## src/include/fpeps_pkg.sv

```systemverilog
package fpeps_pkg;

    // bus clock
    localparam int CLK_MHZ = 200;

    // register byte offsets
    localparam logic [7:0] REG_CTRL = 8'h00;
    localparam logic [7:0] REG_PROT = 8'h04;
    localparam logic [7:0] REG_AWR = 8'h08;
    localparam logic [7:0] REG_STAT = 8'h0C;
    localparam logic [7:0] REG_TIM0 = 8'h10;
    localparam logic [7:0] REG_TIM1 = 8'h14;
    localparam logic [7:0] REG_START = 8'h18;

    // control bit positions
    localparam int CB_PGM = 0;
    localparam int CB_ERASE = 1;
    localparam int CB_MASS = 2;
    localparam int CB_HIGH_VOLTAGE_ENABLE = 3;

    // status bit positions, write one to clear
    localparam int SB_SEQ = 0;
    localparam int SB_PROT = 1;
    localparam int SB_ROW = 2;
    localparam int SB_TPROG = 3;
    localparam int SB_SUSP = 4;
    localparam int SB_PBER = 5;
    localparam int STAT_W = 6;
    localparam int STAT_STATE_LSB = 8;

    // array write register fields
    localparam int AWR_DATA_LSB = 0;
    localparam int AWR_ADDR_LSB = 8;

    // array geometry
    localparam logic [7:0] PROT_OPEN = 8'hFF;
    localparam logic [15:0] PROT_BYTE_ADDR = 16'hFF80;
    localparam int PAGE_LSB = 7;
    localparam int ROW_LSB = 6;

    // phase times in ns: least times round up, longest rounds down
    localparam int NVS_NS = 10000;
    localparam int PGS_NS = 5000;
    localparam int PROG_MAX_NS = 20000;
    localparam int NVH_NS = 5000;
    localparam logic [15:0] NVS_CYC = 16'((NVS_NS * CLK_MHZ + 999) / 1000);
    localparam logic [15:0] PGS_CYC = 16'((PGS_NS * CLK_MHZ + 999) / 1000);
    localparam logic [15:0] PROG_CYC = 16'((PROG_MAX_NS * CLK_MHZ) / 1000);
    localparam logic [15:0] NVH_CYC = 16'((NVH_NS * CLK_MHZ + 999) / 1000);
    localparam logic [31:0] TIM0_RST = {PGS_CYC, NVS_CYC};
    localparam logic [31:0] TIM1_RST = {NVH_CYC, PROG_CYC};

    typedef enum {
        S_IDLE,
        S_SEL,
        S_READ,
        S_ARMED,
        S_HV,
        S_STBY
    } fpeps_state_type;

    typedef struct packed {
        logic standby;
        logic hv;
        logic erase;
        logic mass;
        logic prog;
        logic wr;
        logic [15:0] addr;
        logic [7:0] data;
    } fpeps_arr_type;

endpackage

```

## src/rtl/fpeps_sync2.sv

```systemverilog
`timescale 1ns/100ps
`default_nettype none
module fpeps_sync2 (
    // clock and reset
    input wire logic sys_clk,
    input wire logic rstn,
    // asynchronous levels in, synchronised out
    input wire logic [1:0] d,
    output logic [1:0] q
);
    import fpeps_pkg::*;

    genvar i;
    generate
        for (i = 0; i < 2; i++) begin : g_bit
            logic meta_q;
            logic sync_q;
            always_ff @(posedge sys_clk or negedge rstn) begin
                if (!rstn) begin
                    meta_q <= 1'b0;
                    sync_q <= 1'b0;
                end else begin
                    meta_q <= d[i];
                    sync_q <= meta_q;
                end
            end
            assign q[i] = sync_q;
        end
    endgenerate
endmodule
`default_nettype wire

```

## src/rtl/fpeps_prot_chk.sv

```systemverilog
`timescale 1ns/100ps
`default_nettype none
module fpeps_prot_chk (
    // protect byte and target address
    input wire logic [7:0] prot_byte,
    input wire logic [15:0] addr,
    // result
    output logic [15:0] start_addr,
    output logic hit
);
    import fpeps_pkg::*;

    always_comb begin
        start_addr = {1'b1, prot_byte, 7'h00}; // [RL26]
        // all ones opens everything, all zeros starts at the array base
        hit = (prot_byte != PROT_OPEN) && (addr >= start_addr); // [RL1] [RL4]
    end
endmodule
`default_nettype wire

```

## src/rtl/fpeps_flash_seq.sv

```systemverilog
`timescale 1ns/100ps
`default_nettype none
// Functional notes
// RL1: protection runs from start address to top
// RL2: no high voltage on protected target
// RL3: software reads protect byte before high voltage
// RL4: zeros protect all, ones protect none
// RL5: erasing vector page also erases protect byte
// RL6: whole erase: select, read protect, arm write
// RL7: whole erase timing order kept by software
// RL8: protected arming write means no erase
// RL9: page erase clears one aligned 128-byte page
// RL10: page erase finish order kept by software
// RL11: never run from the array being changed
// RL12: no array access during a sequence
// RL13: interrupts best kept off during operations
// RL14: program within one 64-byte row only
// RL15: erase a row before programming it
// RL16: program select latches address and data
// RL17: byte writes then unwind in order
// RL18: cumulative high voltage per row bounded
// RL19: byte write interval bounded by maximum
// RL20: only array addresses for row or byte
// RL21: wait mode suspends operation into standby
// RL22: stop mode suspends operation into standby
// RL23: standby drives all array controls inactive
// RL24: program and erase selects are interlocked
// RL25: high voltage only after proper sequence
// RL26: protect byte gives address bits 14 to 7
// RL27: whole-array select picks mass or page
// RL28: phase durations held as cycle counts
module fpeps_flash_seq (
    // clock and reset
    input wire logic sys_clk,
    input wire logic rstn,
    // apb slave
    input wire logic psel,
    input wire logic penable,
    input wire logic pwrite,
    input wire logic [7:0] paddr,
    input wire logic [31:0] pwdata,
    output logic [31:0] prdata,
    output logic pready,
    output logic pslverr,
    // low power requests
    input wire logic wait_mode,
    input wire logic stop_mode,
    // flash array
    input wire logic [7:0] prot_byte,
    output fpeps_pkg::fpeps_arr_type arr_ctl
);
    import fpeps_pkg::*;
    fpeps_state_type state_q;
    logic pgm_q, erase_q, mass_q, high_voltage_enable_q, sel_prev_q, byte_seen_q;
    logic [15:0] cnt_q;
    logic [15:0] lat_addr_q;
    logic [7:0] lat_data_q;
    logic [STAT_W-1:0] stat_q;
    logic [STAT_W-1:0] stat_set;
    logic [31:0] tim0_q, tim1_q, prdata_q, rd_mux;
    logic pready_q, pslverr_q;
    fpeps_arr_type arr_q;
    logic [1:0] lp_s;
    logic lp, setup, acc, unmapped, sel, op_active;
    logic wr_ctrl, wr_arr, wr_stat, wr_t0, wr_t1, rd_prot;
    logic pw_pgm, pw_erase, pw_high_voltage_enable, ilock_bad, hv_ok, hv_try;
    logic arm_ok, row_ok, byte_ok, byte_bad, cnt_clr, hold_bad;
    logic [15:0] wr_addr, start_addr, nvs_cyc, pgs_cyc, prog_cyc, nvh_cyc;
    logic hit, prot_hit;
    fpeps_sync2 u_lp_sync (
        .sys_clk(sys_clk),
        .rstn(rstn),
        .d({stop_mode, wait_mode}),
        .q(lp_s)
    );
    fpeps_prot_chk u_prot (
        .prot_byte(prot_byte),
        .addr(lat_addr_q),
        .start_addr(start_addr),
        .hit(hit)
    );
    // bus decode
    assign setup = psel && !penable;
    assign acc = psel && penable && pready_q;
    assign wr_ctrl = acc && pwrite && paddr == REG_CTRL;
    assign wr_arr = acc && pwrite && paddr == REG_AWR;
    assign wr_stat = acc && pwrite && paddr == REG_STAT;
    assign wr_t0 = acc && pwrite && paddr == REG_TIM0;
    assign wr_t1 = acc && pwrite && paddr == REG_TIM1;
    assign rd_prot = acc && !pwrite && paddr == REG_PROT;
    assign wr_addr = pwdata[AWR_ADDR_LSB +: 16];
    assign pw_pgm = pwdata[CB_PGM];
    assign pw_erase = pwdata[CB_ERASE];
    assign pw_high_voltage_enable = pwdata[CB_HIGH_VOLTAGE_ENABLE];
    assign nvs_cyc = tim0_q[15:0];
    assign pgs_cyc = tim0_q[31:16];
    assign prog_cyc = tim1_q[15:0];
    assign nvh_cyc = tim1_q[31:16];
    assign lp = lp_s[0] || lp_s[1];
    assign sel = pgm_q || erase_q;
    assign op_active = state_q == S_ARMED || state_q == S_HV;
    assign prot_hit = hit || (erase_q && mass_q && prot_byte != PROT_OPEN);
    // a select may not be set while the other one is, nor both at once
    assign ilock_bad = (pw_pgm && pw_erase) || (pw_pgm && erase_q)
        || (pw_erase && pgm_q); // [RL24]
    assign hv_try = wr_ctrl && pw_high_voltage_enable && !high_voltage_enable_q;
    assign hv_ok = state_q == S_ARMED && sel && (pw_pgm || pw_erase)
        && !ilock_bad && cnt_q >= nvs_cyc && !prot_hit; // [RL2] [RL8] [RL25]
    // arming write only after the protect byte has been read
    assign arm_ok = state_q == S_READ && wr_arr && wr_addr[15]; // [RL3]
    assign row_ok = wr_addr[15:ROW_LSB] == lat_addr_q[15:ROW_LSB];
    assign byte_ok = state_q == S_HV && pgm_q && high_voltage_enable_q && wr_arr && row_ok
        && (byte_seen_q || cnt_q >= pgs_cyc); // [RL14] [RL16]
    assign byte_bad = state_q == S_HV && pgm_q && wr_arr && !row_ok;
    assign hold_bad = state_q == S_HV && wr_ctrl && !pw_high_voltage_enable
        && (sel || cnt_q < nvh_cyc);
    assign cnt_clr = arm_ok || (state_q == S_ARMED && high_voltage_enable_q) || byte_ok
        || (state_q == S_HV && sel_prev_q && !sel);
    always_comb begin
        stat_set = '0;
        stat_set[SB_SEQ] = (wr_ctrl && ilock_bad)
            || (hv_try && !hv_ok && !prot_hit) || hold_bad
            || (wr_arr && (state_q == S_SEL
            || (state_q == S_READ && !wr_addr[15])));
        stat_set[SB_PROT] = hv_try && state_q == S_ARMED && prot_hit; // [RL2]
        stat_set[SB_ROW] = byte_bad; // [RL14]
        stat_set[SB_TPROG] = state_q == S_HV && pgm_q && byte_seen_q
            && cnt_q > prog_cyc; // [RL19] [RL28]
        stat_set[SB_SUSP] = op_active && lp;
        // the protect byte shares the vector page and goes with it
        stat_set[SB_PBER] = hv_try && hv_ok && erase_q && (mass_q
        || lat_addr_q[15:PAGE_LSB] == PROT_BYTE_ADDR[15:PAGE_LSB]); // [RL5]
    end
    // control bits
    always_ff @(posedge sys_clk or negedge rstn) begin
        if (!rstn) begin
            pgm_q <= 1'b0;
            erase_q <= 1'b0;
            mass_q <= 1'b0;
            high_voltage_enable_q <= 1'b0;
        end else if (op_active && lp) begin
            pgm_q <= 1'b0; // [RL21] [RL22]
            erase_q <= 1'b0;
            mass_q <= 1'b0;
            high_voltage_enable_q <= 1'b0;
        end else if (wr_ctrl && state_q != S_STBY) begin
            if (!ilock_bad) begin
                pgm_q <= pw_pgm; // [RL24]
                erase_q <= pw_erase;
            end
            if (!high_voltage_enable_q) begin
                mass_q <= pwdata[CB_MASS]; // [RL27]
            end
            if (!pw_high_voltage_enable) begin
                high_voltage_enable_q <= 1'b0;
            end else if (hv_ok) begin
                high_voltage_enable_q <= 1'b1; // [RL25]
            end
        end
    end
    // sequence tracking
    always_ff @(posedge sys_clk or negedge rstn) begin
        if (!rstn) begin
            state_q <= S_IDLE;
        end else begin
            case (state_q)
                S_IDLE: begin
                    if (sel) begin
                        state_q <= S_SEL;
                    end
                end
                S_SEL: begin
                    if (!sel) begin
                        state_q <= S_IDLE;
                    end else if (rd_prot) begin
                        state_q <= S_READ; // [RL3]
                    end
                end
                S_READ: begin
                    if (!sel) begin
                        state_q <= S_IDLE;
                    end else if (arm_ok) begin
                        state_q <= S_ARMED; // [RL6] [RL9] [RL16]
                    end
                end
                S_ARMED: begin
                    if (lp) begin
                        state_q <= S_STBY; // [RL21] [RL22]
                    end else if (!sel) begin
                        state_q <= S_IDLE;
                    end else if (high_voltage_enable_q) begin
                        state_q <= S_HV;
                    end
                end
                S_HV: begin
                    if (lp) begin
                        state_q <= S_STBY; // [RL21] [RL22]
                    end else if (!high_voltage_enable_q) begin
                        state_q <= S_IDLE;
                    end
                end
                S_STBY: begin
                    if (!lp) begin
                        state_q <= S_IDLE;
                    end
                end
                default: begin
                    state_q <= S_IDLE;
                end
            endcase
        end
    end
    // phase counter, saturating so a long wait never wraps to short
    always_ff @(posedge sys_clk or negedge rstn) begin
        if (!rstn) begin
            cnt_q <= '0;
        end else if (cnt_clr) begin
            cnt_q <= '0; // [RL28]
        end else if (cnt_q != 16'hFFFF) begin
            cnt_q <= cnt_q + 16'h0001;
        end
    end
    always_ff @(posedge sys_clk or negedge rstn) begin
        if (!rstn) begin
            sel_prev_q <= 1'b0;
            byte_seen_q <= 1'b0;
        end else begin
            sel_prev_q <= sel;
            if (state_q != S_HV) begin
                byte_seen_q <= 1'b0;
            end else if (byte_ok) begin
                byte_seen_q <= 1'b1;
            end
        end
    end
    // latched address and data
    always_ff @(posedge sys_clk or negedge rstn) begin
        if (!rstn) begin
            lat_addr_q <= '0;
            lat_data_q <= '0;
        end else if (arm_ok || byte_ok) begin
            lat_addr_q <= wr_addr; // [RL16]
            lat_data_q <= pwdata[AWR_DATA_LSB +: 8];
        end
    end
    // sticky status, a new event beats a clear in the same cycle
    always_ff @(posedge sys_clk or negedge rstn) begin
        if (!rstn) begin
            stat_q <= '0;
        end else if (wr_stat) begin
            stat_q <= (stat_q & ~pwdata[STAT_W-1:0]) | stat_set;
        end else begin
            stat_q <= stat_q | stat_set;
        end
    end
    // phase durations
    always_ff @(posedge sys_clk or negedge rstn) begin
        if (!rstn) begin
            tim0_q <= TIM0_RST;
            tim1_q <= TIM1_RST;
        end else begin
            if (wr_t0) begin
                tim0_q <= pwdata; // [RL28]
            end
            if (wr_t1) begin
                tim1_q <= pwdata;
            end
        end
    end
    // array controls
    always_ff @(posedge sys_clk or negedge rstn) begin
        if (!rstn) begin
            arr_q <= '0;
        end else if (state_q == S_STBY || (op_active && lp)) begin
            arr_q <= '0; // [RL23]
            arr_q.standby <= 1'b1;
        end else begin
            arr_q.standby <= 1'b0;
            arr_q.hv <= high_voltage_enable_q;
            arr_q.erase <= erase_q;
            arr_q.mass <= erase_q && mass_q; // [RL27]
            arr_q.prog <= pgm_q;
            arr_q.wr <= byte_ok; // [RL14]
            arr_q.data <= byte_ok ? pwdata[AWR_DATA_LSB +: 8] : lat_data_q;
            if (byte_ok) begin
                arr_q.addr <= wr_addr;
            end else if (erase_q && !mass_q) begin
                arr_q.addr <= {lat_addr_q[15:PAGE_LSB], 7'h00}; // [RL9]
            end else begin
                arr_q.addr <= lat_addr_q;
            end
        end
    end
    // read mux, sampled in the setup phase
    always_comb begin
        rd_mux = '0;
        unmapped = 1'b0;
        case (paddr)
            REG_CTRL: begin
                rd_mux[CB_PGM] = pgm_q;
                rd_mux[CB_ERASE] = erase_q;
                rd_mux[CB_MASS] = mass_q;
                rd_mux[CB_HIGH_VOLTAGE_ENABLE] = high_voltage_enable_q;
            end
            REG_PROT: rd_mux[7:0] = prot_byte;
            REG_AWR: rd_mux[23:0] = {lat_addr_q, lat_data_q};
            REG_STAT: begin
                rd_mux[STAT_W-1:0] = stat_q;
                rd_mux[STAT_STATE_LSB +: 3] = 3'(state_q);
            end
            REG_TIM0: rd_mux = tim0_q;
            REG_TIM1: rd_mux = tim1_q;
            REG_START: rd_mux[15:0] = start_addr;
            default: unmapped = 1'b1;
        endcase
    end
    // no wait state, yet every answer leaves a flip-flop
    always_ff @(posedge sys_clk or negedge rstn) begin
        if (!rstn) begin
            pready_q <= 1'b0;
            pslverr_q <= 1'b0;
            prdata_q <= '0;
        end else begin
            pready_q <= setup;
            pslverr_q <= setup && unmapped;
            if (setup && !pwrite) begin
                prdata_q <= rd_mux;
            end
        end
    end
    assign prdata = prdata_q;
    assign pready = pready_q;
    assign pslverr = pslverr_q;
    assign arr_ctl = arr_q;
endmodule
`default_nettype wire

```

## config.mk

```make
export PLATFORM = sky130hd
export DESIGN_NAME = fpeps_flash_seq
export DESIGN_NICKNAME = d
export VERILOG_FILES = /design/src/include/fpeps_pkg.sv /design/src/rtl/fpeps_sync2.sv /design/src/rtl/fpeps_prot_chk.sv /design/src/rtl/fpeps_flash_seq.sv
export SDC_FILE = /design/constraint.sdc
export NUM_CORES = 1
export LEC_CHECK = 0
export BUFFER_PORTS_ARGS = -buffer_cell sky130_fd_sc_hd__buf_2
export CAP_MARGIN = 20
export CORE_MARGIN = 5
export CORE_UTILIZATION = 45
export DETAILED_ROUTE_END_ITERATION = 8
export PLACE_DENSITY = 0.67
export SYNTH_ARGS = -nofsm -noshare
export SYNTH_HDL_FRONTEND = slang
export SYNTH_SLANG_ARGS = --single-unit
export TNS_END_PERCENT = 100
```

## constraint.sdc

```tcl
create_clock -name sys_clk -period 2.3 [get_ports sys_clk]
set_clock_uncertainty 0.1 [all_clocks]
set_input_delay 0.46 -clock sys_clk [delete_from_list [all_inputs] [get_ports sys_clk]]
set_output_delay 0.46 -clock sys_clk [all_outputs]
set_load 0.05 [all_outputs]
```

==> results of run 1 <==
-- per-stage QoR --
step	hold WS (ns)	cell area [um2]	util, %	setup WS (ns)	total power (uW)
6_report	0.0184	13000	59.3	-0.255	7130
2_1_floorplan	0.0644	10200	-	-0.0973	3770
3_5_place_dp	0.239	12100	55.2	-0.319	4110
3_3_place_gp	0.232	12100	55.2	-0.300	4100
4_1_cts	0.00936	12900	58.9	-0.220	7140
5_1_grt	0.0102	13000	59.3	-0.330	7350
-- state kept, by name, indices dropped and copies added, names as in the netlist, 2 cells and up --
signal	count
lat_data_q	8
cnt_q	16
state_q	3
lat_addr_q	16
tim0_q	32
stat_q	6
u_lp_sync.g_bit.sync_q	2
arr_ctl	30
u_lp_sync.g_bit.meta_q	2
tim1_q	32
prdata	32
-- layout by cell type (no fill, tap or decap), types with 6 or more instances in the layout --
| master | synthesis | final |
|---|---|---|
| sky130_fd_sc_hd__dfrtp_1 | 163 | 157 |
| sky130_fd_sc_hd__buf_4 | 2 | 136 |
| sky130_fd_sc_hd__buf_2 | 3 | 117 |
| sky130_fd_sc_hd__nand2_1 | 96 | 85 |
| sky130_fd_sc_hd__mux2_2 | 85 | 84 |
| sky130_fd_sc_hd__inv_1 | 79 | 74 |
| sky130_fd_sc_hd__ha_1 | 72 | 65 |
| sky130_fd_sc_hd__nor2_1 | 63 | 62 |
| sky130_fd_sc_hd__a21oi_1 | 34 | 31 |
| sky130_fd_sc_hd__nand3_1 | 31 | 24 |
| sky130_fd_sc_hd__dfstp_2 | 24 | 24 |
| sky130_fd_sc_hd__a22oi_1 | 24 | 23 |
| sky130_fd_sc_hd__o21ai_0 | 25 | 22 |
| sky130_fd_sc_hd__nand4_1 | 19 | 19 |
| sky130_fd_sc_hd__xor2_1 | 19 | 19 |
| sky130_fd_sc_hd__a222oi_1 | 18 | 18 |
| sky130_fd_sc_hd__clkbuf_16 | 0 | 17 |
| sky130_fd_sc_hd__a22o_1 | 16 | 16 |
| sky130_fd_sc_hd__nor3_1 | 18 | 15 |
| sky130_fd_sc_hd__a31oi_1 | 17 | 15 |
| sky130_fd_sc_hd__nand2_2 | 1 | 12 |
| sky130_fd_sc_hd__and2_1 | 11 | 11 |
| sky130_fd_sc_hd__a21oi_2 | 8 | 11 |
| sky130_fd_sc_hd__buf_12 | 0 | 10 |
| sky130_fd_sc_hd__a21o_1 | 9 | 9 |
| sky130_fd_sc_hd__nand2b_1 | 8 | 8 |
| sky130_fd_sc_hd__nand3_2 | 0 | 7 |
| sky130_fd_sc_hd__ha_4 | 0 | 7 |
| sky130_fd_sc_hd__a211oi_1 | 7 | 6 |
| sky130_fd_sc_hd__dfrtp_2 | 0 | 6 |
-- routing by layer --
| layer | vias up | global-route usage, % |
|---|---|---|
| met5 | - | 0 |
| met4 | 0 | 9.50 |
| met3 | 98 | 5.72 |
| met2 | 408 | 38.7 |
| met1 | 4285 | 32.3 |
| li1 | 4003 | - |
-- cell families (layout without fill, tap and decap cells) --
kind of cell | count (synthesis) | after routing | synth area share [%]
compound gates | 196 | 196 | 14.2
xor+xnor | 22 | 22 | 1.91
fa+ha+maj | 72 | 72 | 8.91
buf+inv | 121 | 378 | 4.90
flops | 187 | 187 | 46.6
mux | 89 | 89 | 9.89
other cells | 0 | 1 | 0
simple gates | 282 | 282 | 13.6
-- final cells by class --
cell class	count	area share (%)
diodes	1	0.0192
clock buffers	17	3.27
clock inverters	15	1.50
inverters	80	2.31
multi-input cells	661	39.7
flip-flops and latches	187	36.2
well taps	280	2.69
repair buffers	266	14.3
-- report_power, final --
part	total (uW)	internal, uW	switching, uW
clock network	3070	1500	1570
logic	692	221	471
registers	3370	3340	34.1
-- what timing repair did --
action / 4_1_cts / 5_1_grt
gates cloned: 1 / 0
endpoints found under the setup margin: 59 / 59
resized for setup: 25 / 15
hold buffers: 1 / 0
endpoints found under the hold margin: 44 / 0
setup buffers: 5 / 3
pin swaps: 15 / 6
-- worst max-delay path: cells and delay by family (launching register included) --
kind | cells | cell delay, ns
compound gates | 2 | 0.50
mux | 1 | 0.26
fa+ha+maj | 1 | 0.28
buf+inv | 2 | 0.29
flops | 1 | 0.43
simple gates | 2 | 0.59
-- final timing paths --
kind | slack (ns) | depth (start not counted) | startpoint | to
min in group asynchronous | 0.43 | 2 | rstn | tim0_q[29]
worst min register to register | 0.25 | 0 | u_lp_sync.g_bit[1].meta_q | u_lp_sync.g_bit[1].sync_q
worst max-delay path | -0.26 | 8 | cnt_q[13] | lat_addr_q[5]
worst max register to register | -0.26 | 8 | cnt_q[13] | lat_addr_q[5]
worst min-delay path | 0.02 | 1 | stop_mode | u_lp_sync.g_bit[1].meta_q
max in group asynchronous | 0.93 | 3 | rstn | tim1_q[7]
==> flow_summary.json, run 1 <==
{
  "timing.slew.headroom_pct": 61.2,
  "endpoint_kind": "flop",
  "vias_per_cell": 5.84,
  "met1_length_um": 13000,
  "final_total_negative_setup_slack_ns": -10.91,
  "cp_common_cell": "sky130_fd_sc_hd__buf_12",
  "required_ns": 2.53,
  "syn_nets": 1096,
  "grt_start_max_net_pins": 58,
  "clock-root-buffer": "sky130_fd_sc_hd__clkbuf_16",
  "area_delta_synth_final_pct": 28.8,
  "timing.final.crit_period_ns": 2.56,
  "port-buffer-count": 118,
  "via_count": 8794,
  "power_density_nw_per_um2": 548,
  "holdCritPathClass": "input pin to flop",
  "num_rows": 54,
  "criticalPathCategory": "flop to flop",
  "critical_path.slowest_cell": "sky130_fd_sc_hd__dfrtp_2",
  "synthArstFlopShare_pct": 100,
  "synthTopCellsByCount": "sky130_fd_sc_hd__dfrtp_1, sky130_fd_sc_hd__nand2_1, sky130_fd_sc_hd__mux2_2",
  "grt_pass1_vias": 8865,
  "ir_drop_v": 0.000372,
  "tritoncts": "done",
  "global_route.overflow_total": 0,
  "cts-root-to-sink-buffers": 2,
  "rsz0062_at_grt": "true",
  "ys_ff_latch": 187,
  "post-synth-top-area-cell": "sky130_fd_sc_hd__dfrtp_1",
  "nFillCells": 1830,
  "synthesis.area_um2": 10100,
  "min_period_over_period_pct": 111,
  "numClockSinks": 187,
  "initial_drc_count": 896,
  "multi_input_comb_area_um2": 5170,
  "max_slew.worst_pin.slew_ns": 0.577,
  "ys_seq_area_share_pct": 46.6,
  "clk_pin_slew_worst_setup_hold_paths_ns": 0.08,
  "post-dp-hpwl_um": 23400,
  "area.sequential_um2": 4720,
  "detailroute.wirelength.met3_um": 2560,
  "report.final.slew_viol_count": 0,
  "number_of_iterations_in_the_first_detailed_routing_pass": 7,
  "ioPinCount": 119,
  "yosysMostFrequentCell": "sky130_fd_sc_hd__dfrtp_1",
  "global_route_wire_length_before_repair_um": 49400,
  "die_h_um": 160,
  "setup_viol": 57,
  "grt.total_usage_pct": 24.3,
  "antenna_violating_nets_post_route": 0,
  "post_drt_wl_per_cell_um": 20.7,
  "placeableCoreArea_um2": 22000,
  "htreeDepth": 4,
  "cts_made_buffers": 17,
  "dr.max_layer_used": "met4",
  "timing.fmax_mhz": 391,
  "synth_edf_count": 0,
  "post-route-worst-setup-slack_ns": -0.255,
  "startpoint_type": "flop",
  "finish.net_count": 1340,
  "syn_area_per_cell_um2": 10.4,
  "clk-insertion-delay-late_ns": 0.45,
  "violations_in_the_final_reports": "setup timing",
  "drt_drc_violations_left": 0,
  "hold_violations": 0,
  "dr_wl_met2_um": 14400,
  "total_detailed_routing_wirelength_um": 31200,
  "max_cap_violations": 0,
  "worst_path_largest_cell_delay_ns": 0.43,
  "finalWeightedCongestion": 0.956,
  "outcome": "finished, violations left",
  "ys_warn_count": 0,
  "die_w_um": 160,
  "grt_antenna_before_repair": 1,
  "place.detailed.instances": 1465,
  "netlist_instances": 969,
  "yosysUniqueCellTypes": 69,
  "final_layout_size_suffix_gt1_share_pct": 39.2,
  "synth_top_area_share_pct": 40.4,
  "worstPathMaxFanout": 8,
  "worst-endpoint-arrival_ns": 2.79,
  "effective_utilization_at_floorplan_pct": 46.0,
  "path_cells": "ha_4, nand4_1, nor4_2, a22oi_2, a32o_2, buf_12, buf_12, mux2_2",
  "ys_top_cells_by_area": "sky130_fd_sc_hd__dfrtp_1, sky130_fd_sc_hd__mux2_2, sky130_fd_sc_hd__ha_1",
  "die-area_um2": 25600,
  "instances_no_fill": 1507,
  "postSynth.topFlopCell": "sky130_fd_sc_hd__dfrtp_1",
  "standby_leakage_power_uw": 0.00638
}
(Power assumes the default switching activity.)
==> run 2, diff against run 1 <==
BUFFER_PORTS_ARGS = -buffer_cell sky130_fd_sc_hd__clkbuf_2   (was -buffer_cell sky130_fd_sc_hd__buf_2)
==> run 2 against run 1 <==
Effect of this change: count of clock-buffer cells in the layout unchanged; flip-flop and latch count unchanged; hold slack worse by 0.0013 ns; power up 0.63%; critical endpoint is now arr_ctl[9]; die area unchanged; fmax down 0.85%; first-iteration DRC count down 10%; utilization up 1.3 points; the run still ends with setup timing left.
==> flow_summary.json, run 2 (synthesis results as in run 1) <==
{
  "number_of_iterations_in_the_first_detailed_routing_pass": 7,
  "area_delta_synth_final_pct": 31.6,
  "max_slew.worst_pin.slew_ns": 0.565,
  "clk-insertion-delay-late_ns": 0.45,
  "antenna_violating_nets_post_route": 0,
  "placed_area_um2": 12100,
  "post_drt_wl_per_cell_um": 21.4,
  "final_layout_size_suffix_gt1_share_pct": 41.9,
  "post-route-worst-setup-slack_ns": -0.277,
  "worst-r2r-cell-count": 11,
  "initial_drc_count": 802,
  "power_density_nw_per_um2": 539,
  "total_detailed_routing_wirelength_um": 32300,
  "switching_component_of_the_power_uw": 2040,
  "htreeDepth": 4,
  "vias_per_cell": 5.81,
  "rsz0062_at_grt": "true",
  "ir_drop_v": 0.000388,
  "timing.slew.headroom_pct": 62.3,
  "worstPathMaxFanout": 8,
  "outcome": "finished, violations left",
  "die-area_um2": 25600,
  "criticalPathCategory": "flop to flop",
  "standby_leakage_power_uw": 0.00637,
  "clock-root-buffer": "sky130_fd_sc_hd__clkbuf_16",
  "cts_made_buffers": 17,
  "grt_antenna_before_repair": 1,
  "drt_drc_violations_left": 0,
  "global_route.overflow_total": 0,
  "leading_cell_type_in_the_layout_fill_and_taps_excluded": "sky130_fd_sc_hd__dfrtp_1",
  "rr_endpoint": "arr_ctl[9]",
  "tritoncts": "done",
  "global_route_wire_length_before_repair_um": 50400,
  "pwr-share-clk_pct": 43.3,
  "worst_hold_path.endpoint": "u_lp_sync.g_bit[1].meta_q",
  "min_period_over_period_pct": 112,
  "finish.net_count": 1342,
  "dp_worst_setup_slack_ns": -0.260,
  "effective_utilization_at_floorplan_pct": 46.0,
  "num_rows": 54,
  "share_seq_of_total_power_pct": 47.1,
  "endpoint_kind": "flop",
  "combinationalPowerShare_pct": 9.7,
  "hold_violations": 0,
  "die_h_um": 160,
  "via_count": 8768,
  "grt.total_usage_pct": 25.0,
  "reg2reg_slack_ns": -0.28,
  "hold_start": "stop_mode",
  "net_switching_share_of_the_total_power_pct": 28.4,
  "timing.fmax_mhz": 388,
  "setup_viol": 58,
  "worst-endpoint-arrival_ns": 2.85,
  "nFillCells": 1780,
  "violations_in_the_final_reports": "setup timing",
  "port-buffer-count": 118,
  "worst_r2r_startpoint": "tim0_q[23]",
  "report.final.slew_viol_count": 0,
  "max_cap_violations": 0,
  "timing.final.crit_period_ns": 2.58,
  "required_ns": 2.58,
  "startpoint_type": "flop",
  "die_w_um": 160,
  "grt_start_max_net_pins": 57,
  "numClockSinks": 187,
  "grt_pass1_vias": 8864,
  "cts-root-to-sink-buffers": 2,
  "post-dp-hpwl_um": 23500,
  "min_delay_path_depth": 1,
  "clk_pin_slew_worst_setup_hold_paths_ns": 0.08,
  "final_area_um2": 13300,
  "finalWeightedCongestion": 0.965,
  "layout.cells.most_common_list": "sky130_fd_sc_hd__dfrtp_1, sky130_fd_sc_hd__buf_4, sky130_fd_sc_hd__clkbuf_2",
  "holdCritPathClass": "input pin to flop",
  "placeableCoreArea_um2": 22000,
  "ioPinCount": 119,
  "intPower_uw": 5140
}
-- run 2: layout make-up --
type	instances	area [um2]	share of cell area, %
diodes	1	2.50	0.0188
clock buffers	17	425	3.20
clock inverters	15	195	1.47
inverters	80	300	2.26
multi-input cells	661	5380	40.4
flip-flops and latches	187	4720	35.5
well taps	280	350	2.63
repair buffers	268	1940	14.6
-- run 2: power by group through the flow --
stage	logic, uW	clock network [uW]	registers [uW]
floorplan	221	0	3550
global placement	664	0	3440
detailed placement	670	0	3440
CTS	683	3140	3380
global route	756	3290	3380
finish	694	3110	3380
-- run 2: critical path, stage by stage (launching register included) --
cell,delay [ns]
sky130_fd_sc_hd__dfstp_2,0.54
sky130_fd_sc_hd__inv_2,0.06
sky130_fd_sc_hd__ha_4,0.27
sky130_fd_sc_hd__nand4_1,0.10
sky130_fd_sc_hd__nor4_2,0.31
sky130_fd_sc_hd__a22oi_2,0.12
sky130_fd_sc_hd__buf_4,0.17
sky130_fd_sc_hd__a2111oi_4,0.34
sky130_fd_sc_hd__buf_4,0.21
sky130_fd_sc_hd__buf_16,0.14
sky130_fd_sc_hd__nand2_2,0.05
sky130_fd_sc_hd__a21oi_2,0.10
-- run 2: worst max path at each step --
stage,start,to,depth (start not counted)
2_1_floorplan,paddr[5],lat_addr_q[0],7
3_3_place_gp,cnt_q[14],arr_ctl[8],9
3_5_place_dp,cnt_q[14],arr_ctl[10],9
4_1_cts,tim0_q[21],arr_ctl[8],11
5_1_grt,tim0_q[25],arr_ctl[12],10
6_report,tim0_q[23],arr_ctl[9],11
-- run 2: what timing repair did --
| action | CTS | global route |
|---|---|---|
| gates resized for setup | 67 | 30 |
| setup endpoints to repair | 59 | 59 |
| setup buffers | 6 | 4 |
| cloned | 3 | 0 |
| hold buffers | 1 | 0 |
| pin swaps | 44 | 17 |
| endpoints found under the hold margin | 41 | 0 |
-- run 2: per-layer routing --
| layer | GRT usage, % | share of wire (%) | routed length [um] | up-vias |
|---|---|---|---|---|
| li1 | - | - | - | 4016 |
| met1 | 34.2 | 42 | 13600 | 4278 |
| met3 | 5.00 | 7.6 | 2450 | 98 |
| met2 | 39.4 | 47 | 15000 | 376 |
| met5 | 0 | 0 | 0 | - |
| met4 | 9.62 | 3.7 | 1180 | 0 |
-- run 2: per-stage QoR --
step                hold WS [ns]  total power [uW]  instances  TNS, ns  util, %
floorplan                 0.0644              3770        969    -3.10        -
global placement           0.233              4100       1463   -11.06     55.3
detailed placement         0.247              4110       1463   -11.32     55.3
CTS                      0.00865              7200       1505    -9.26     59.8
global route              0.0132              7430       1509   -13.61     60.6
finish                    0.0171              7180       1509   -10.65     60.6
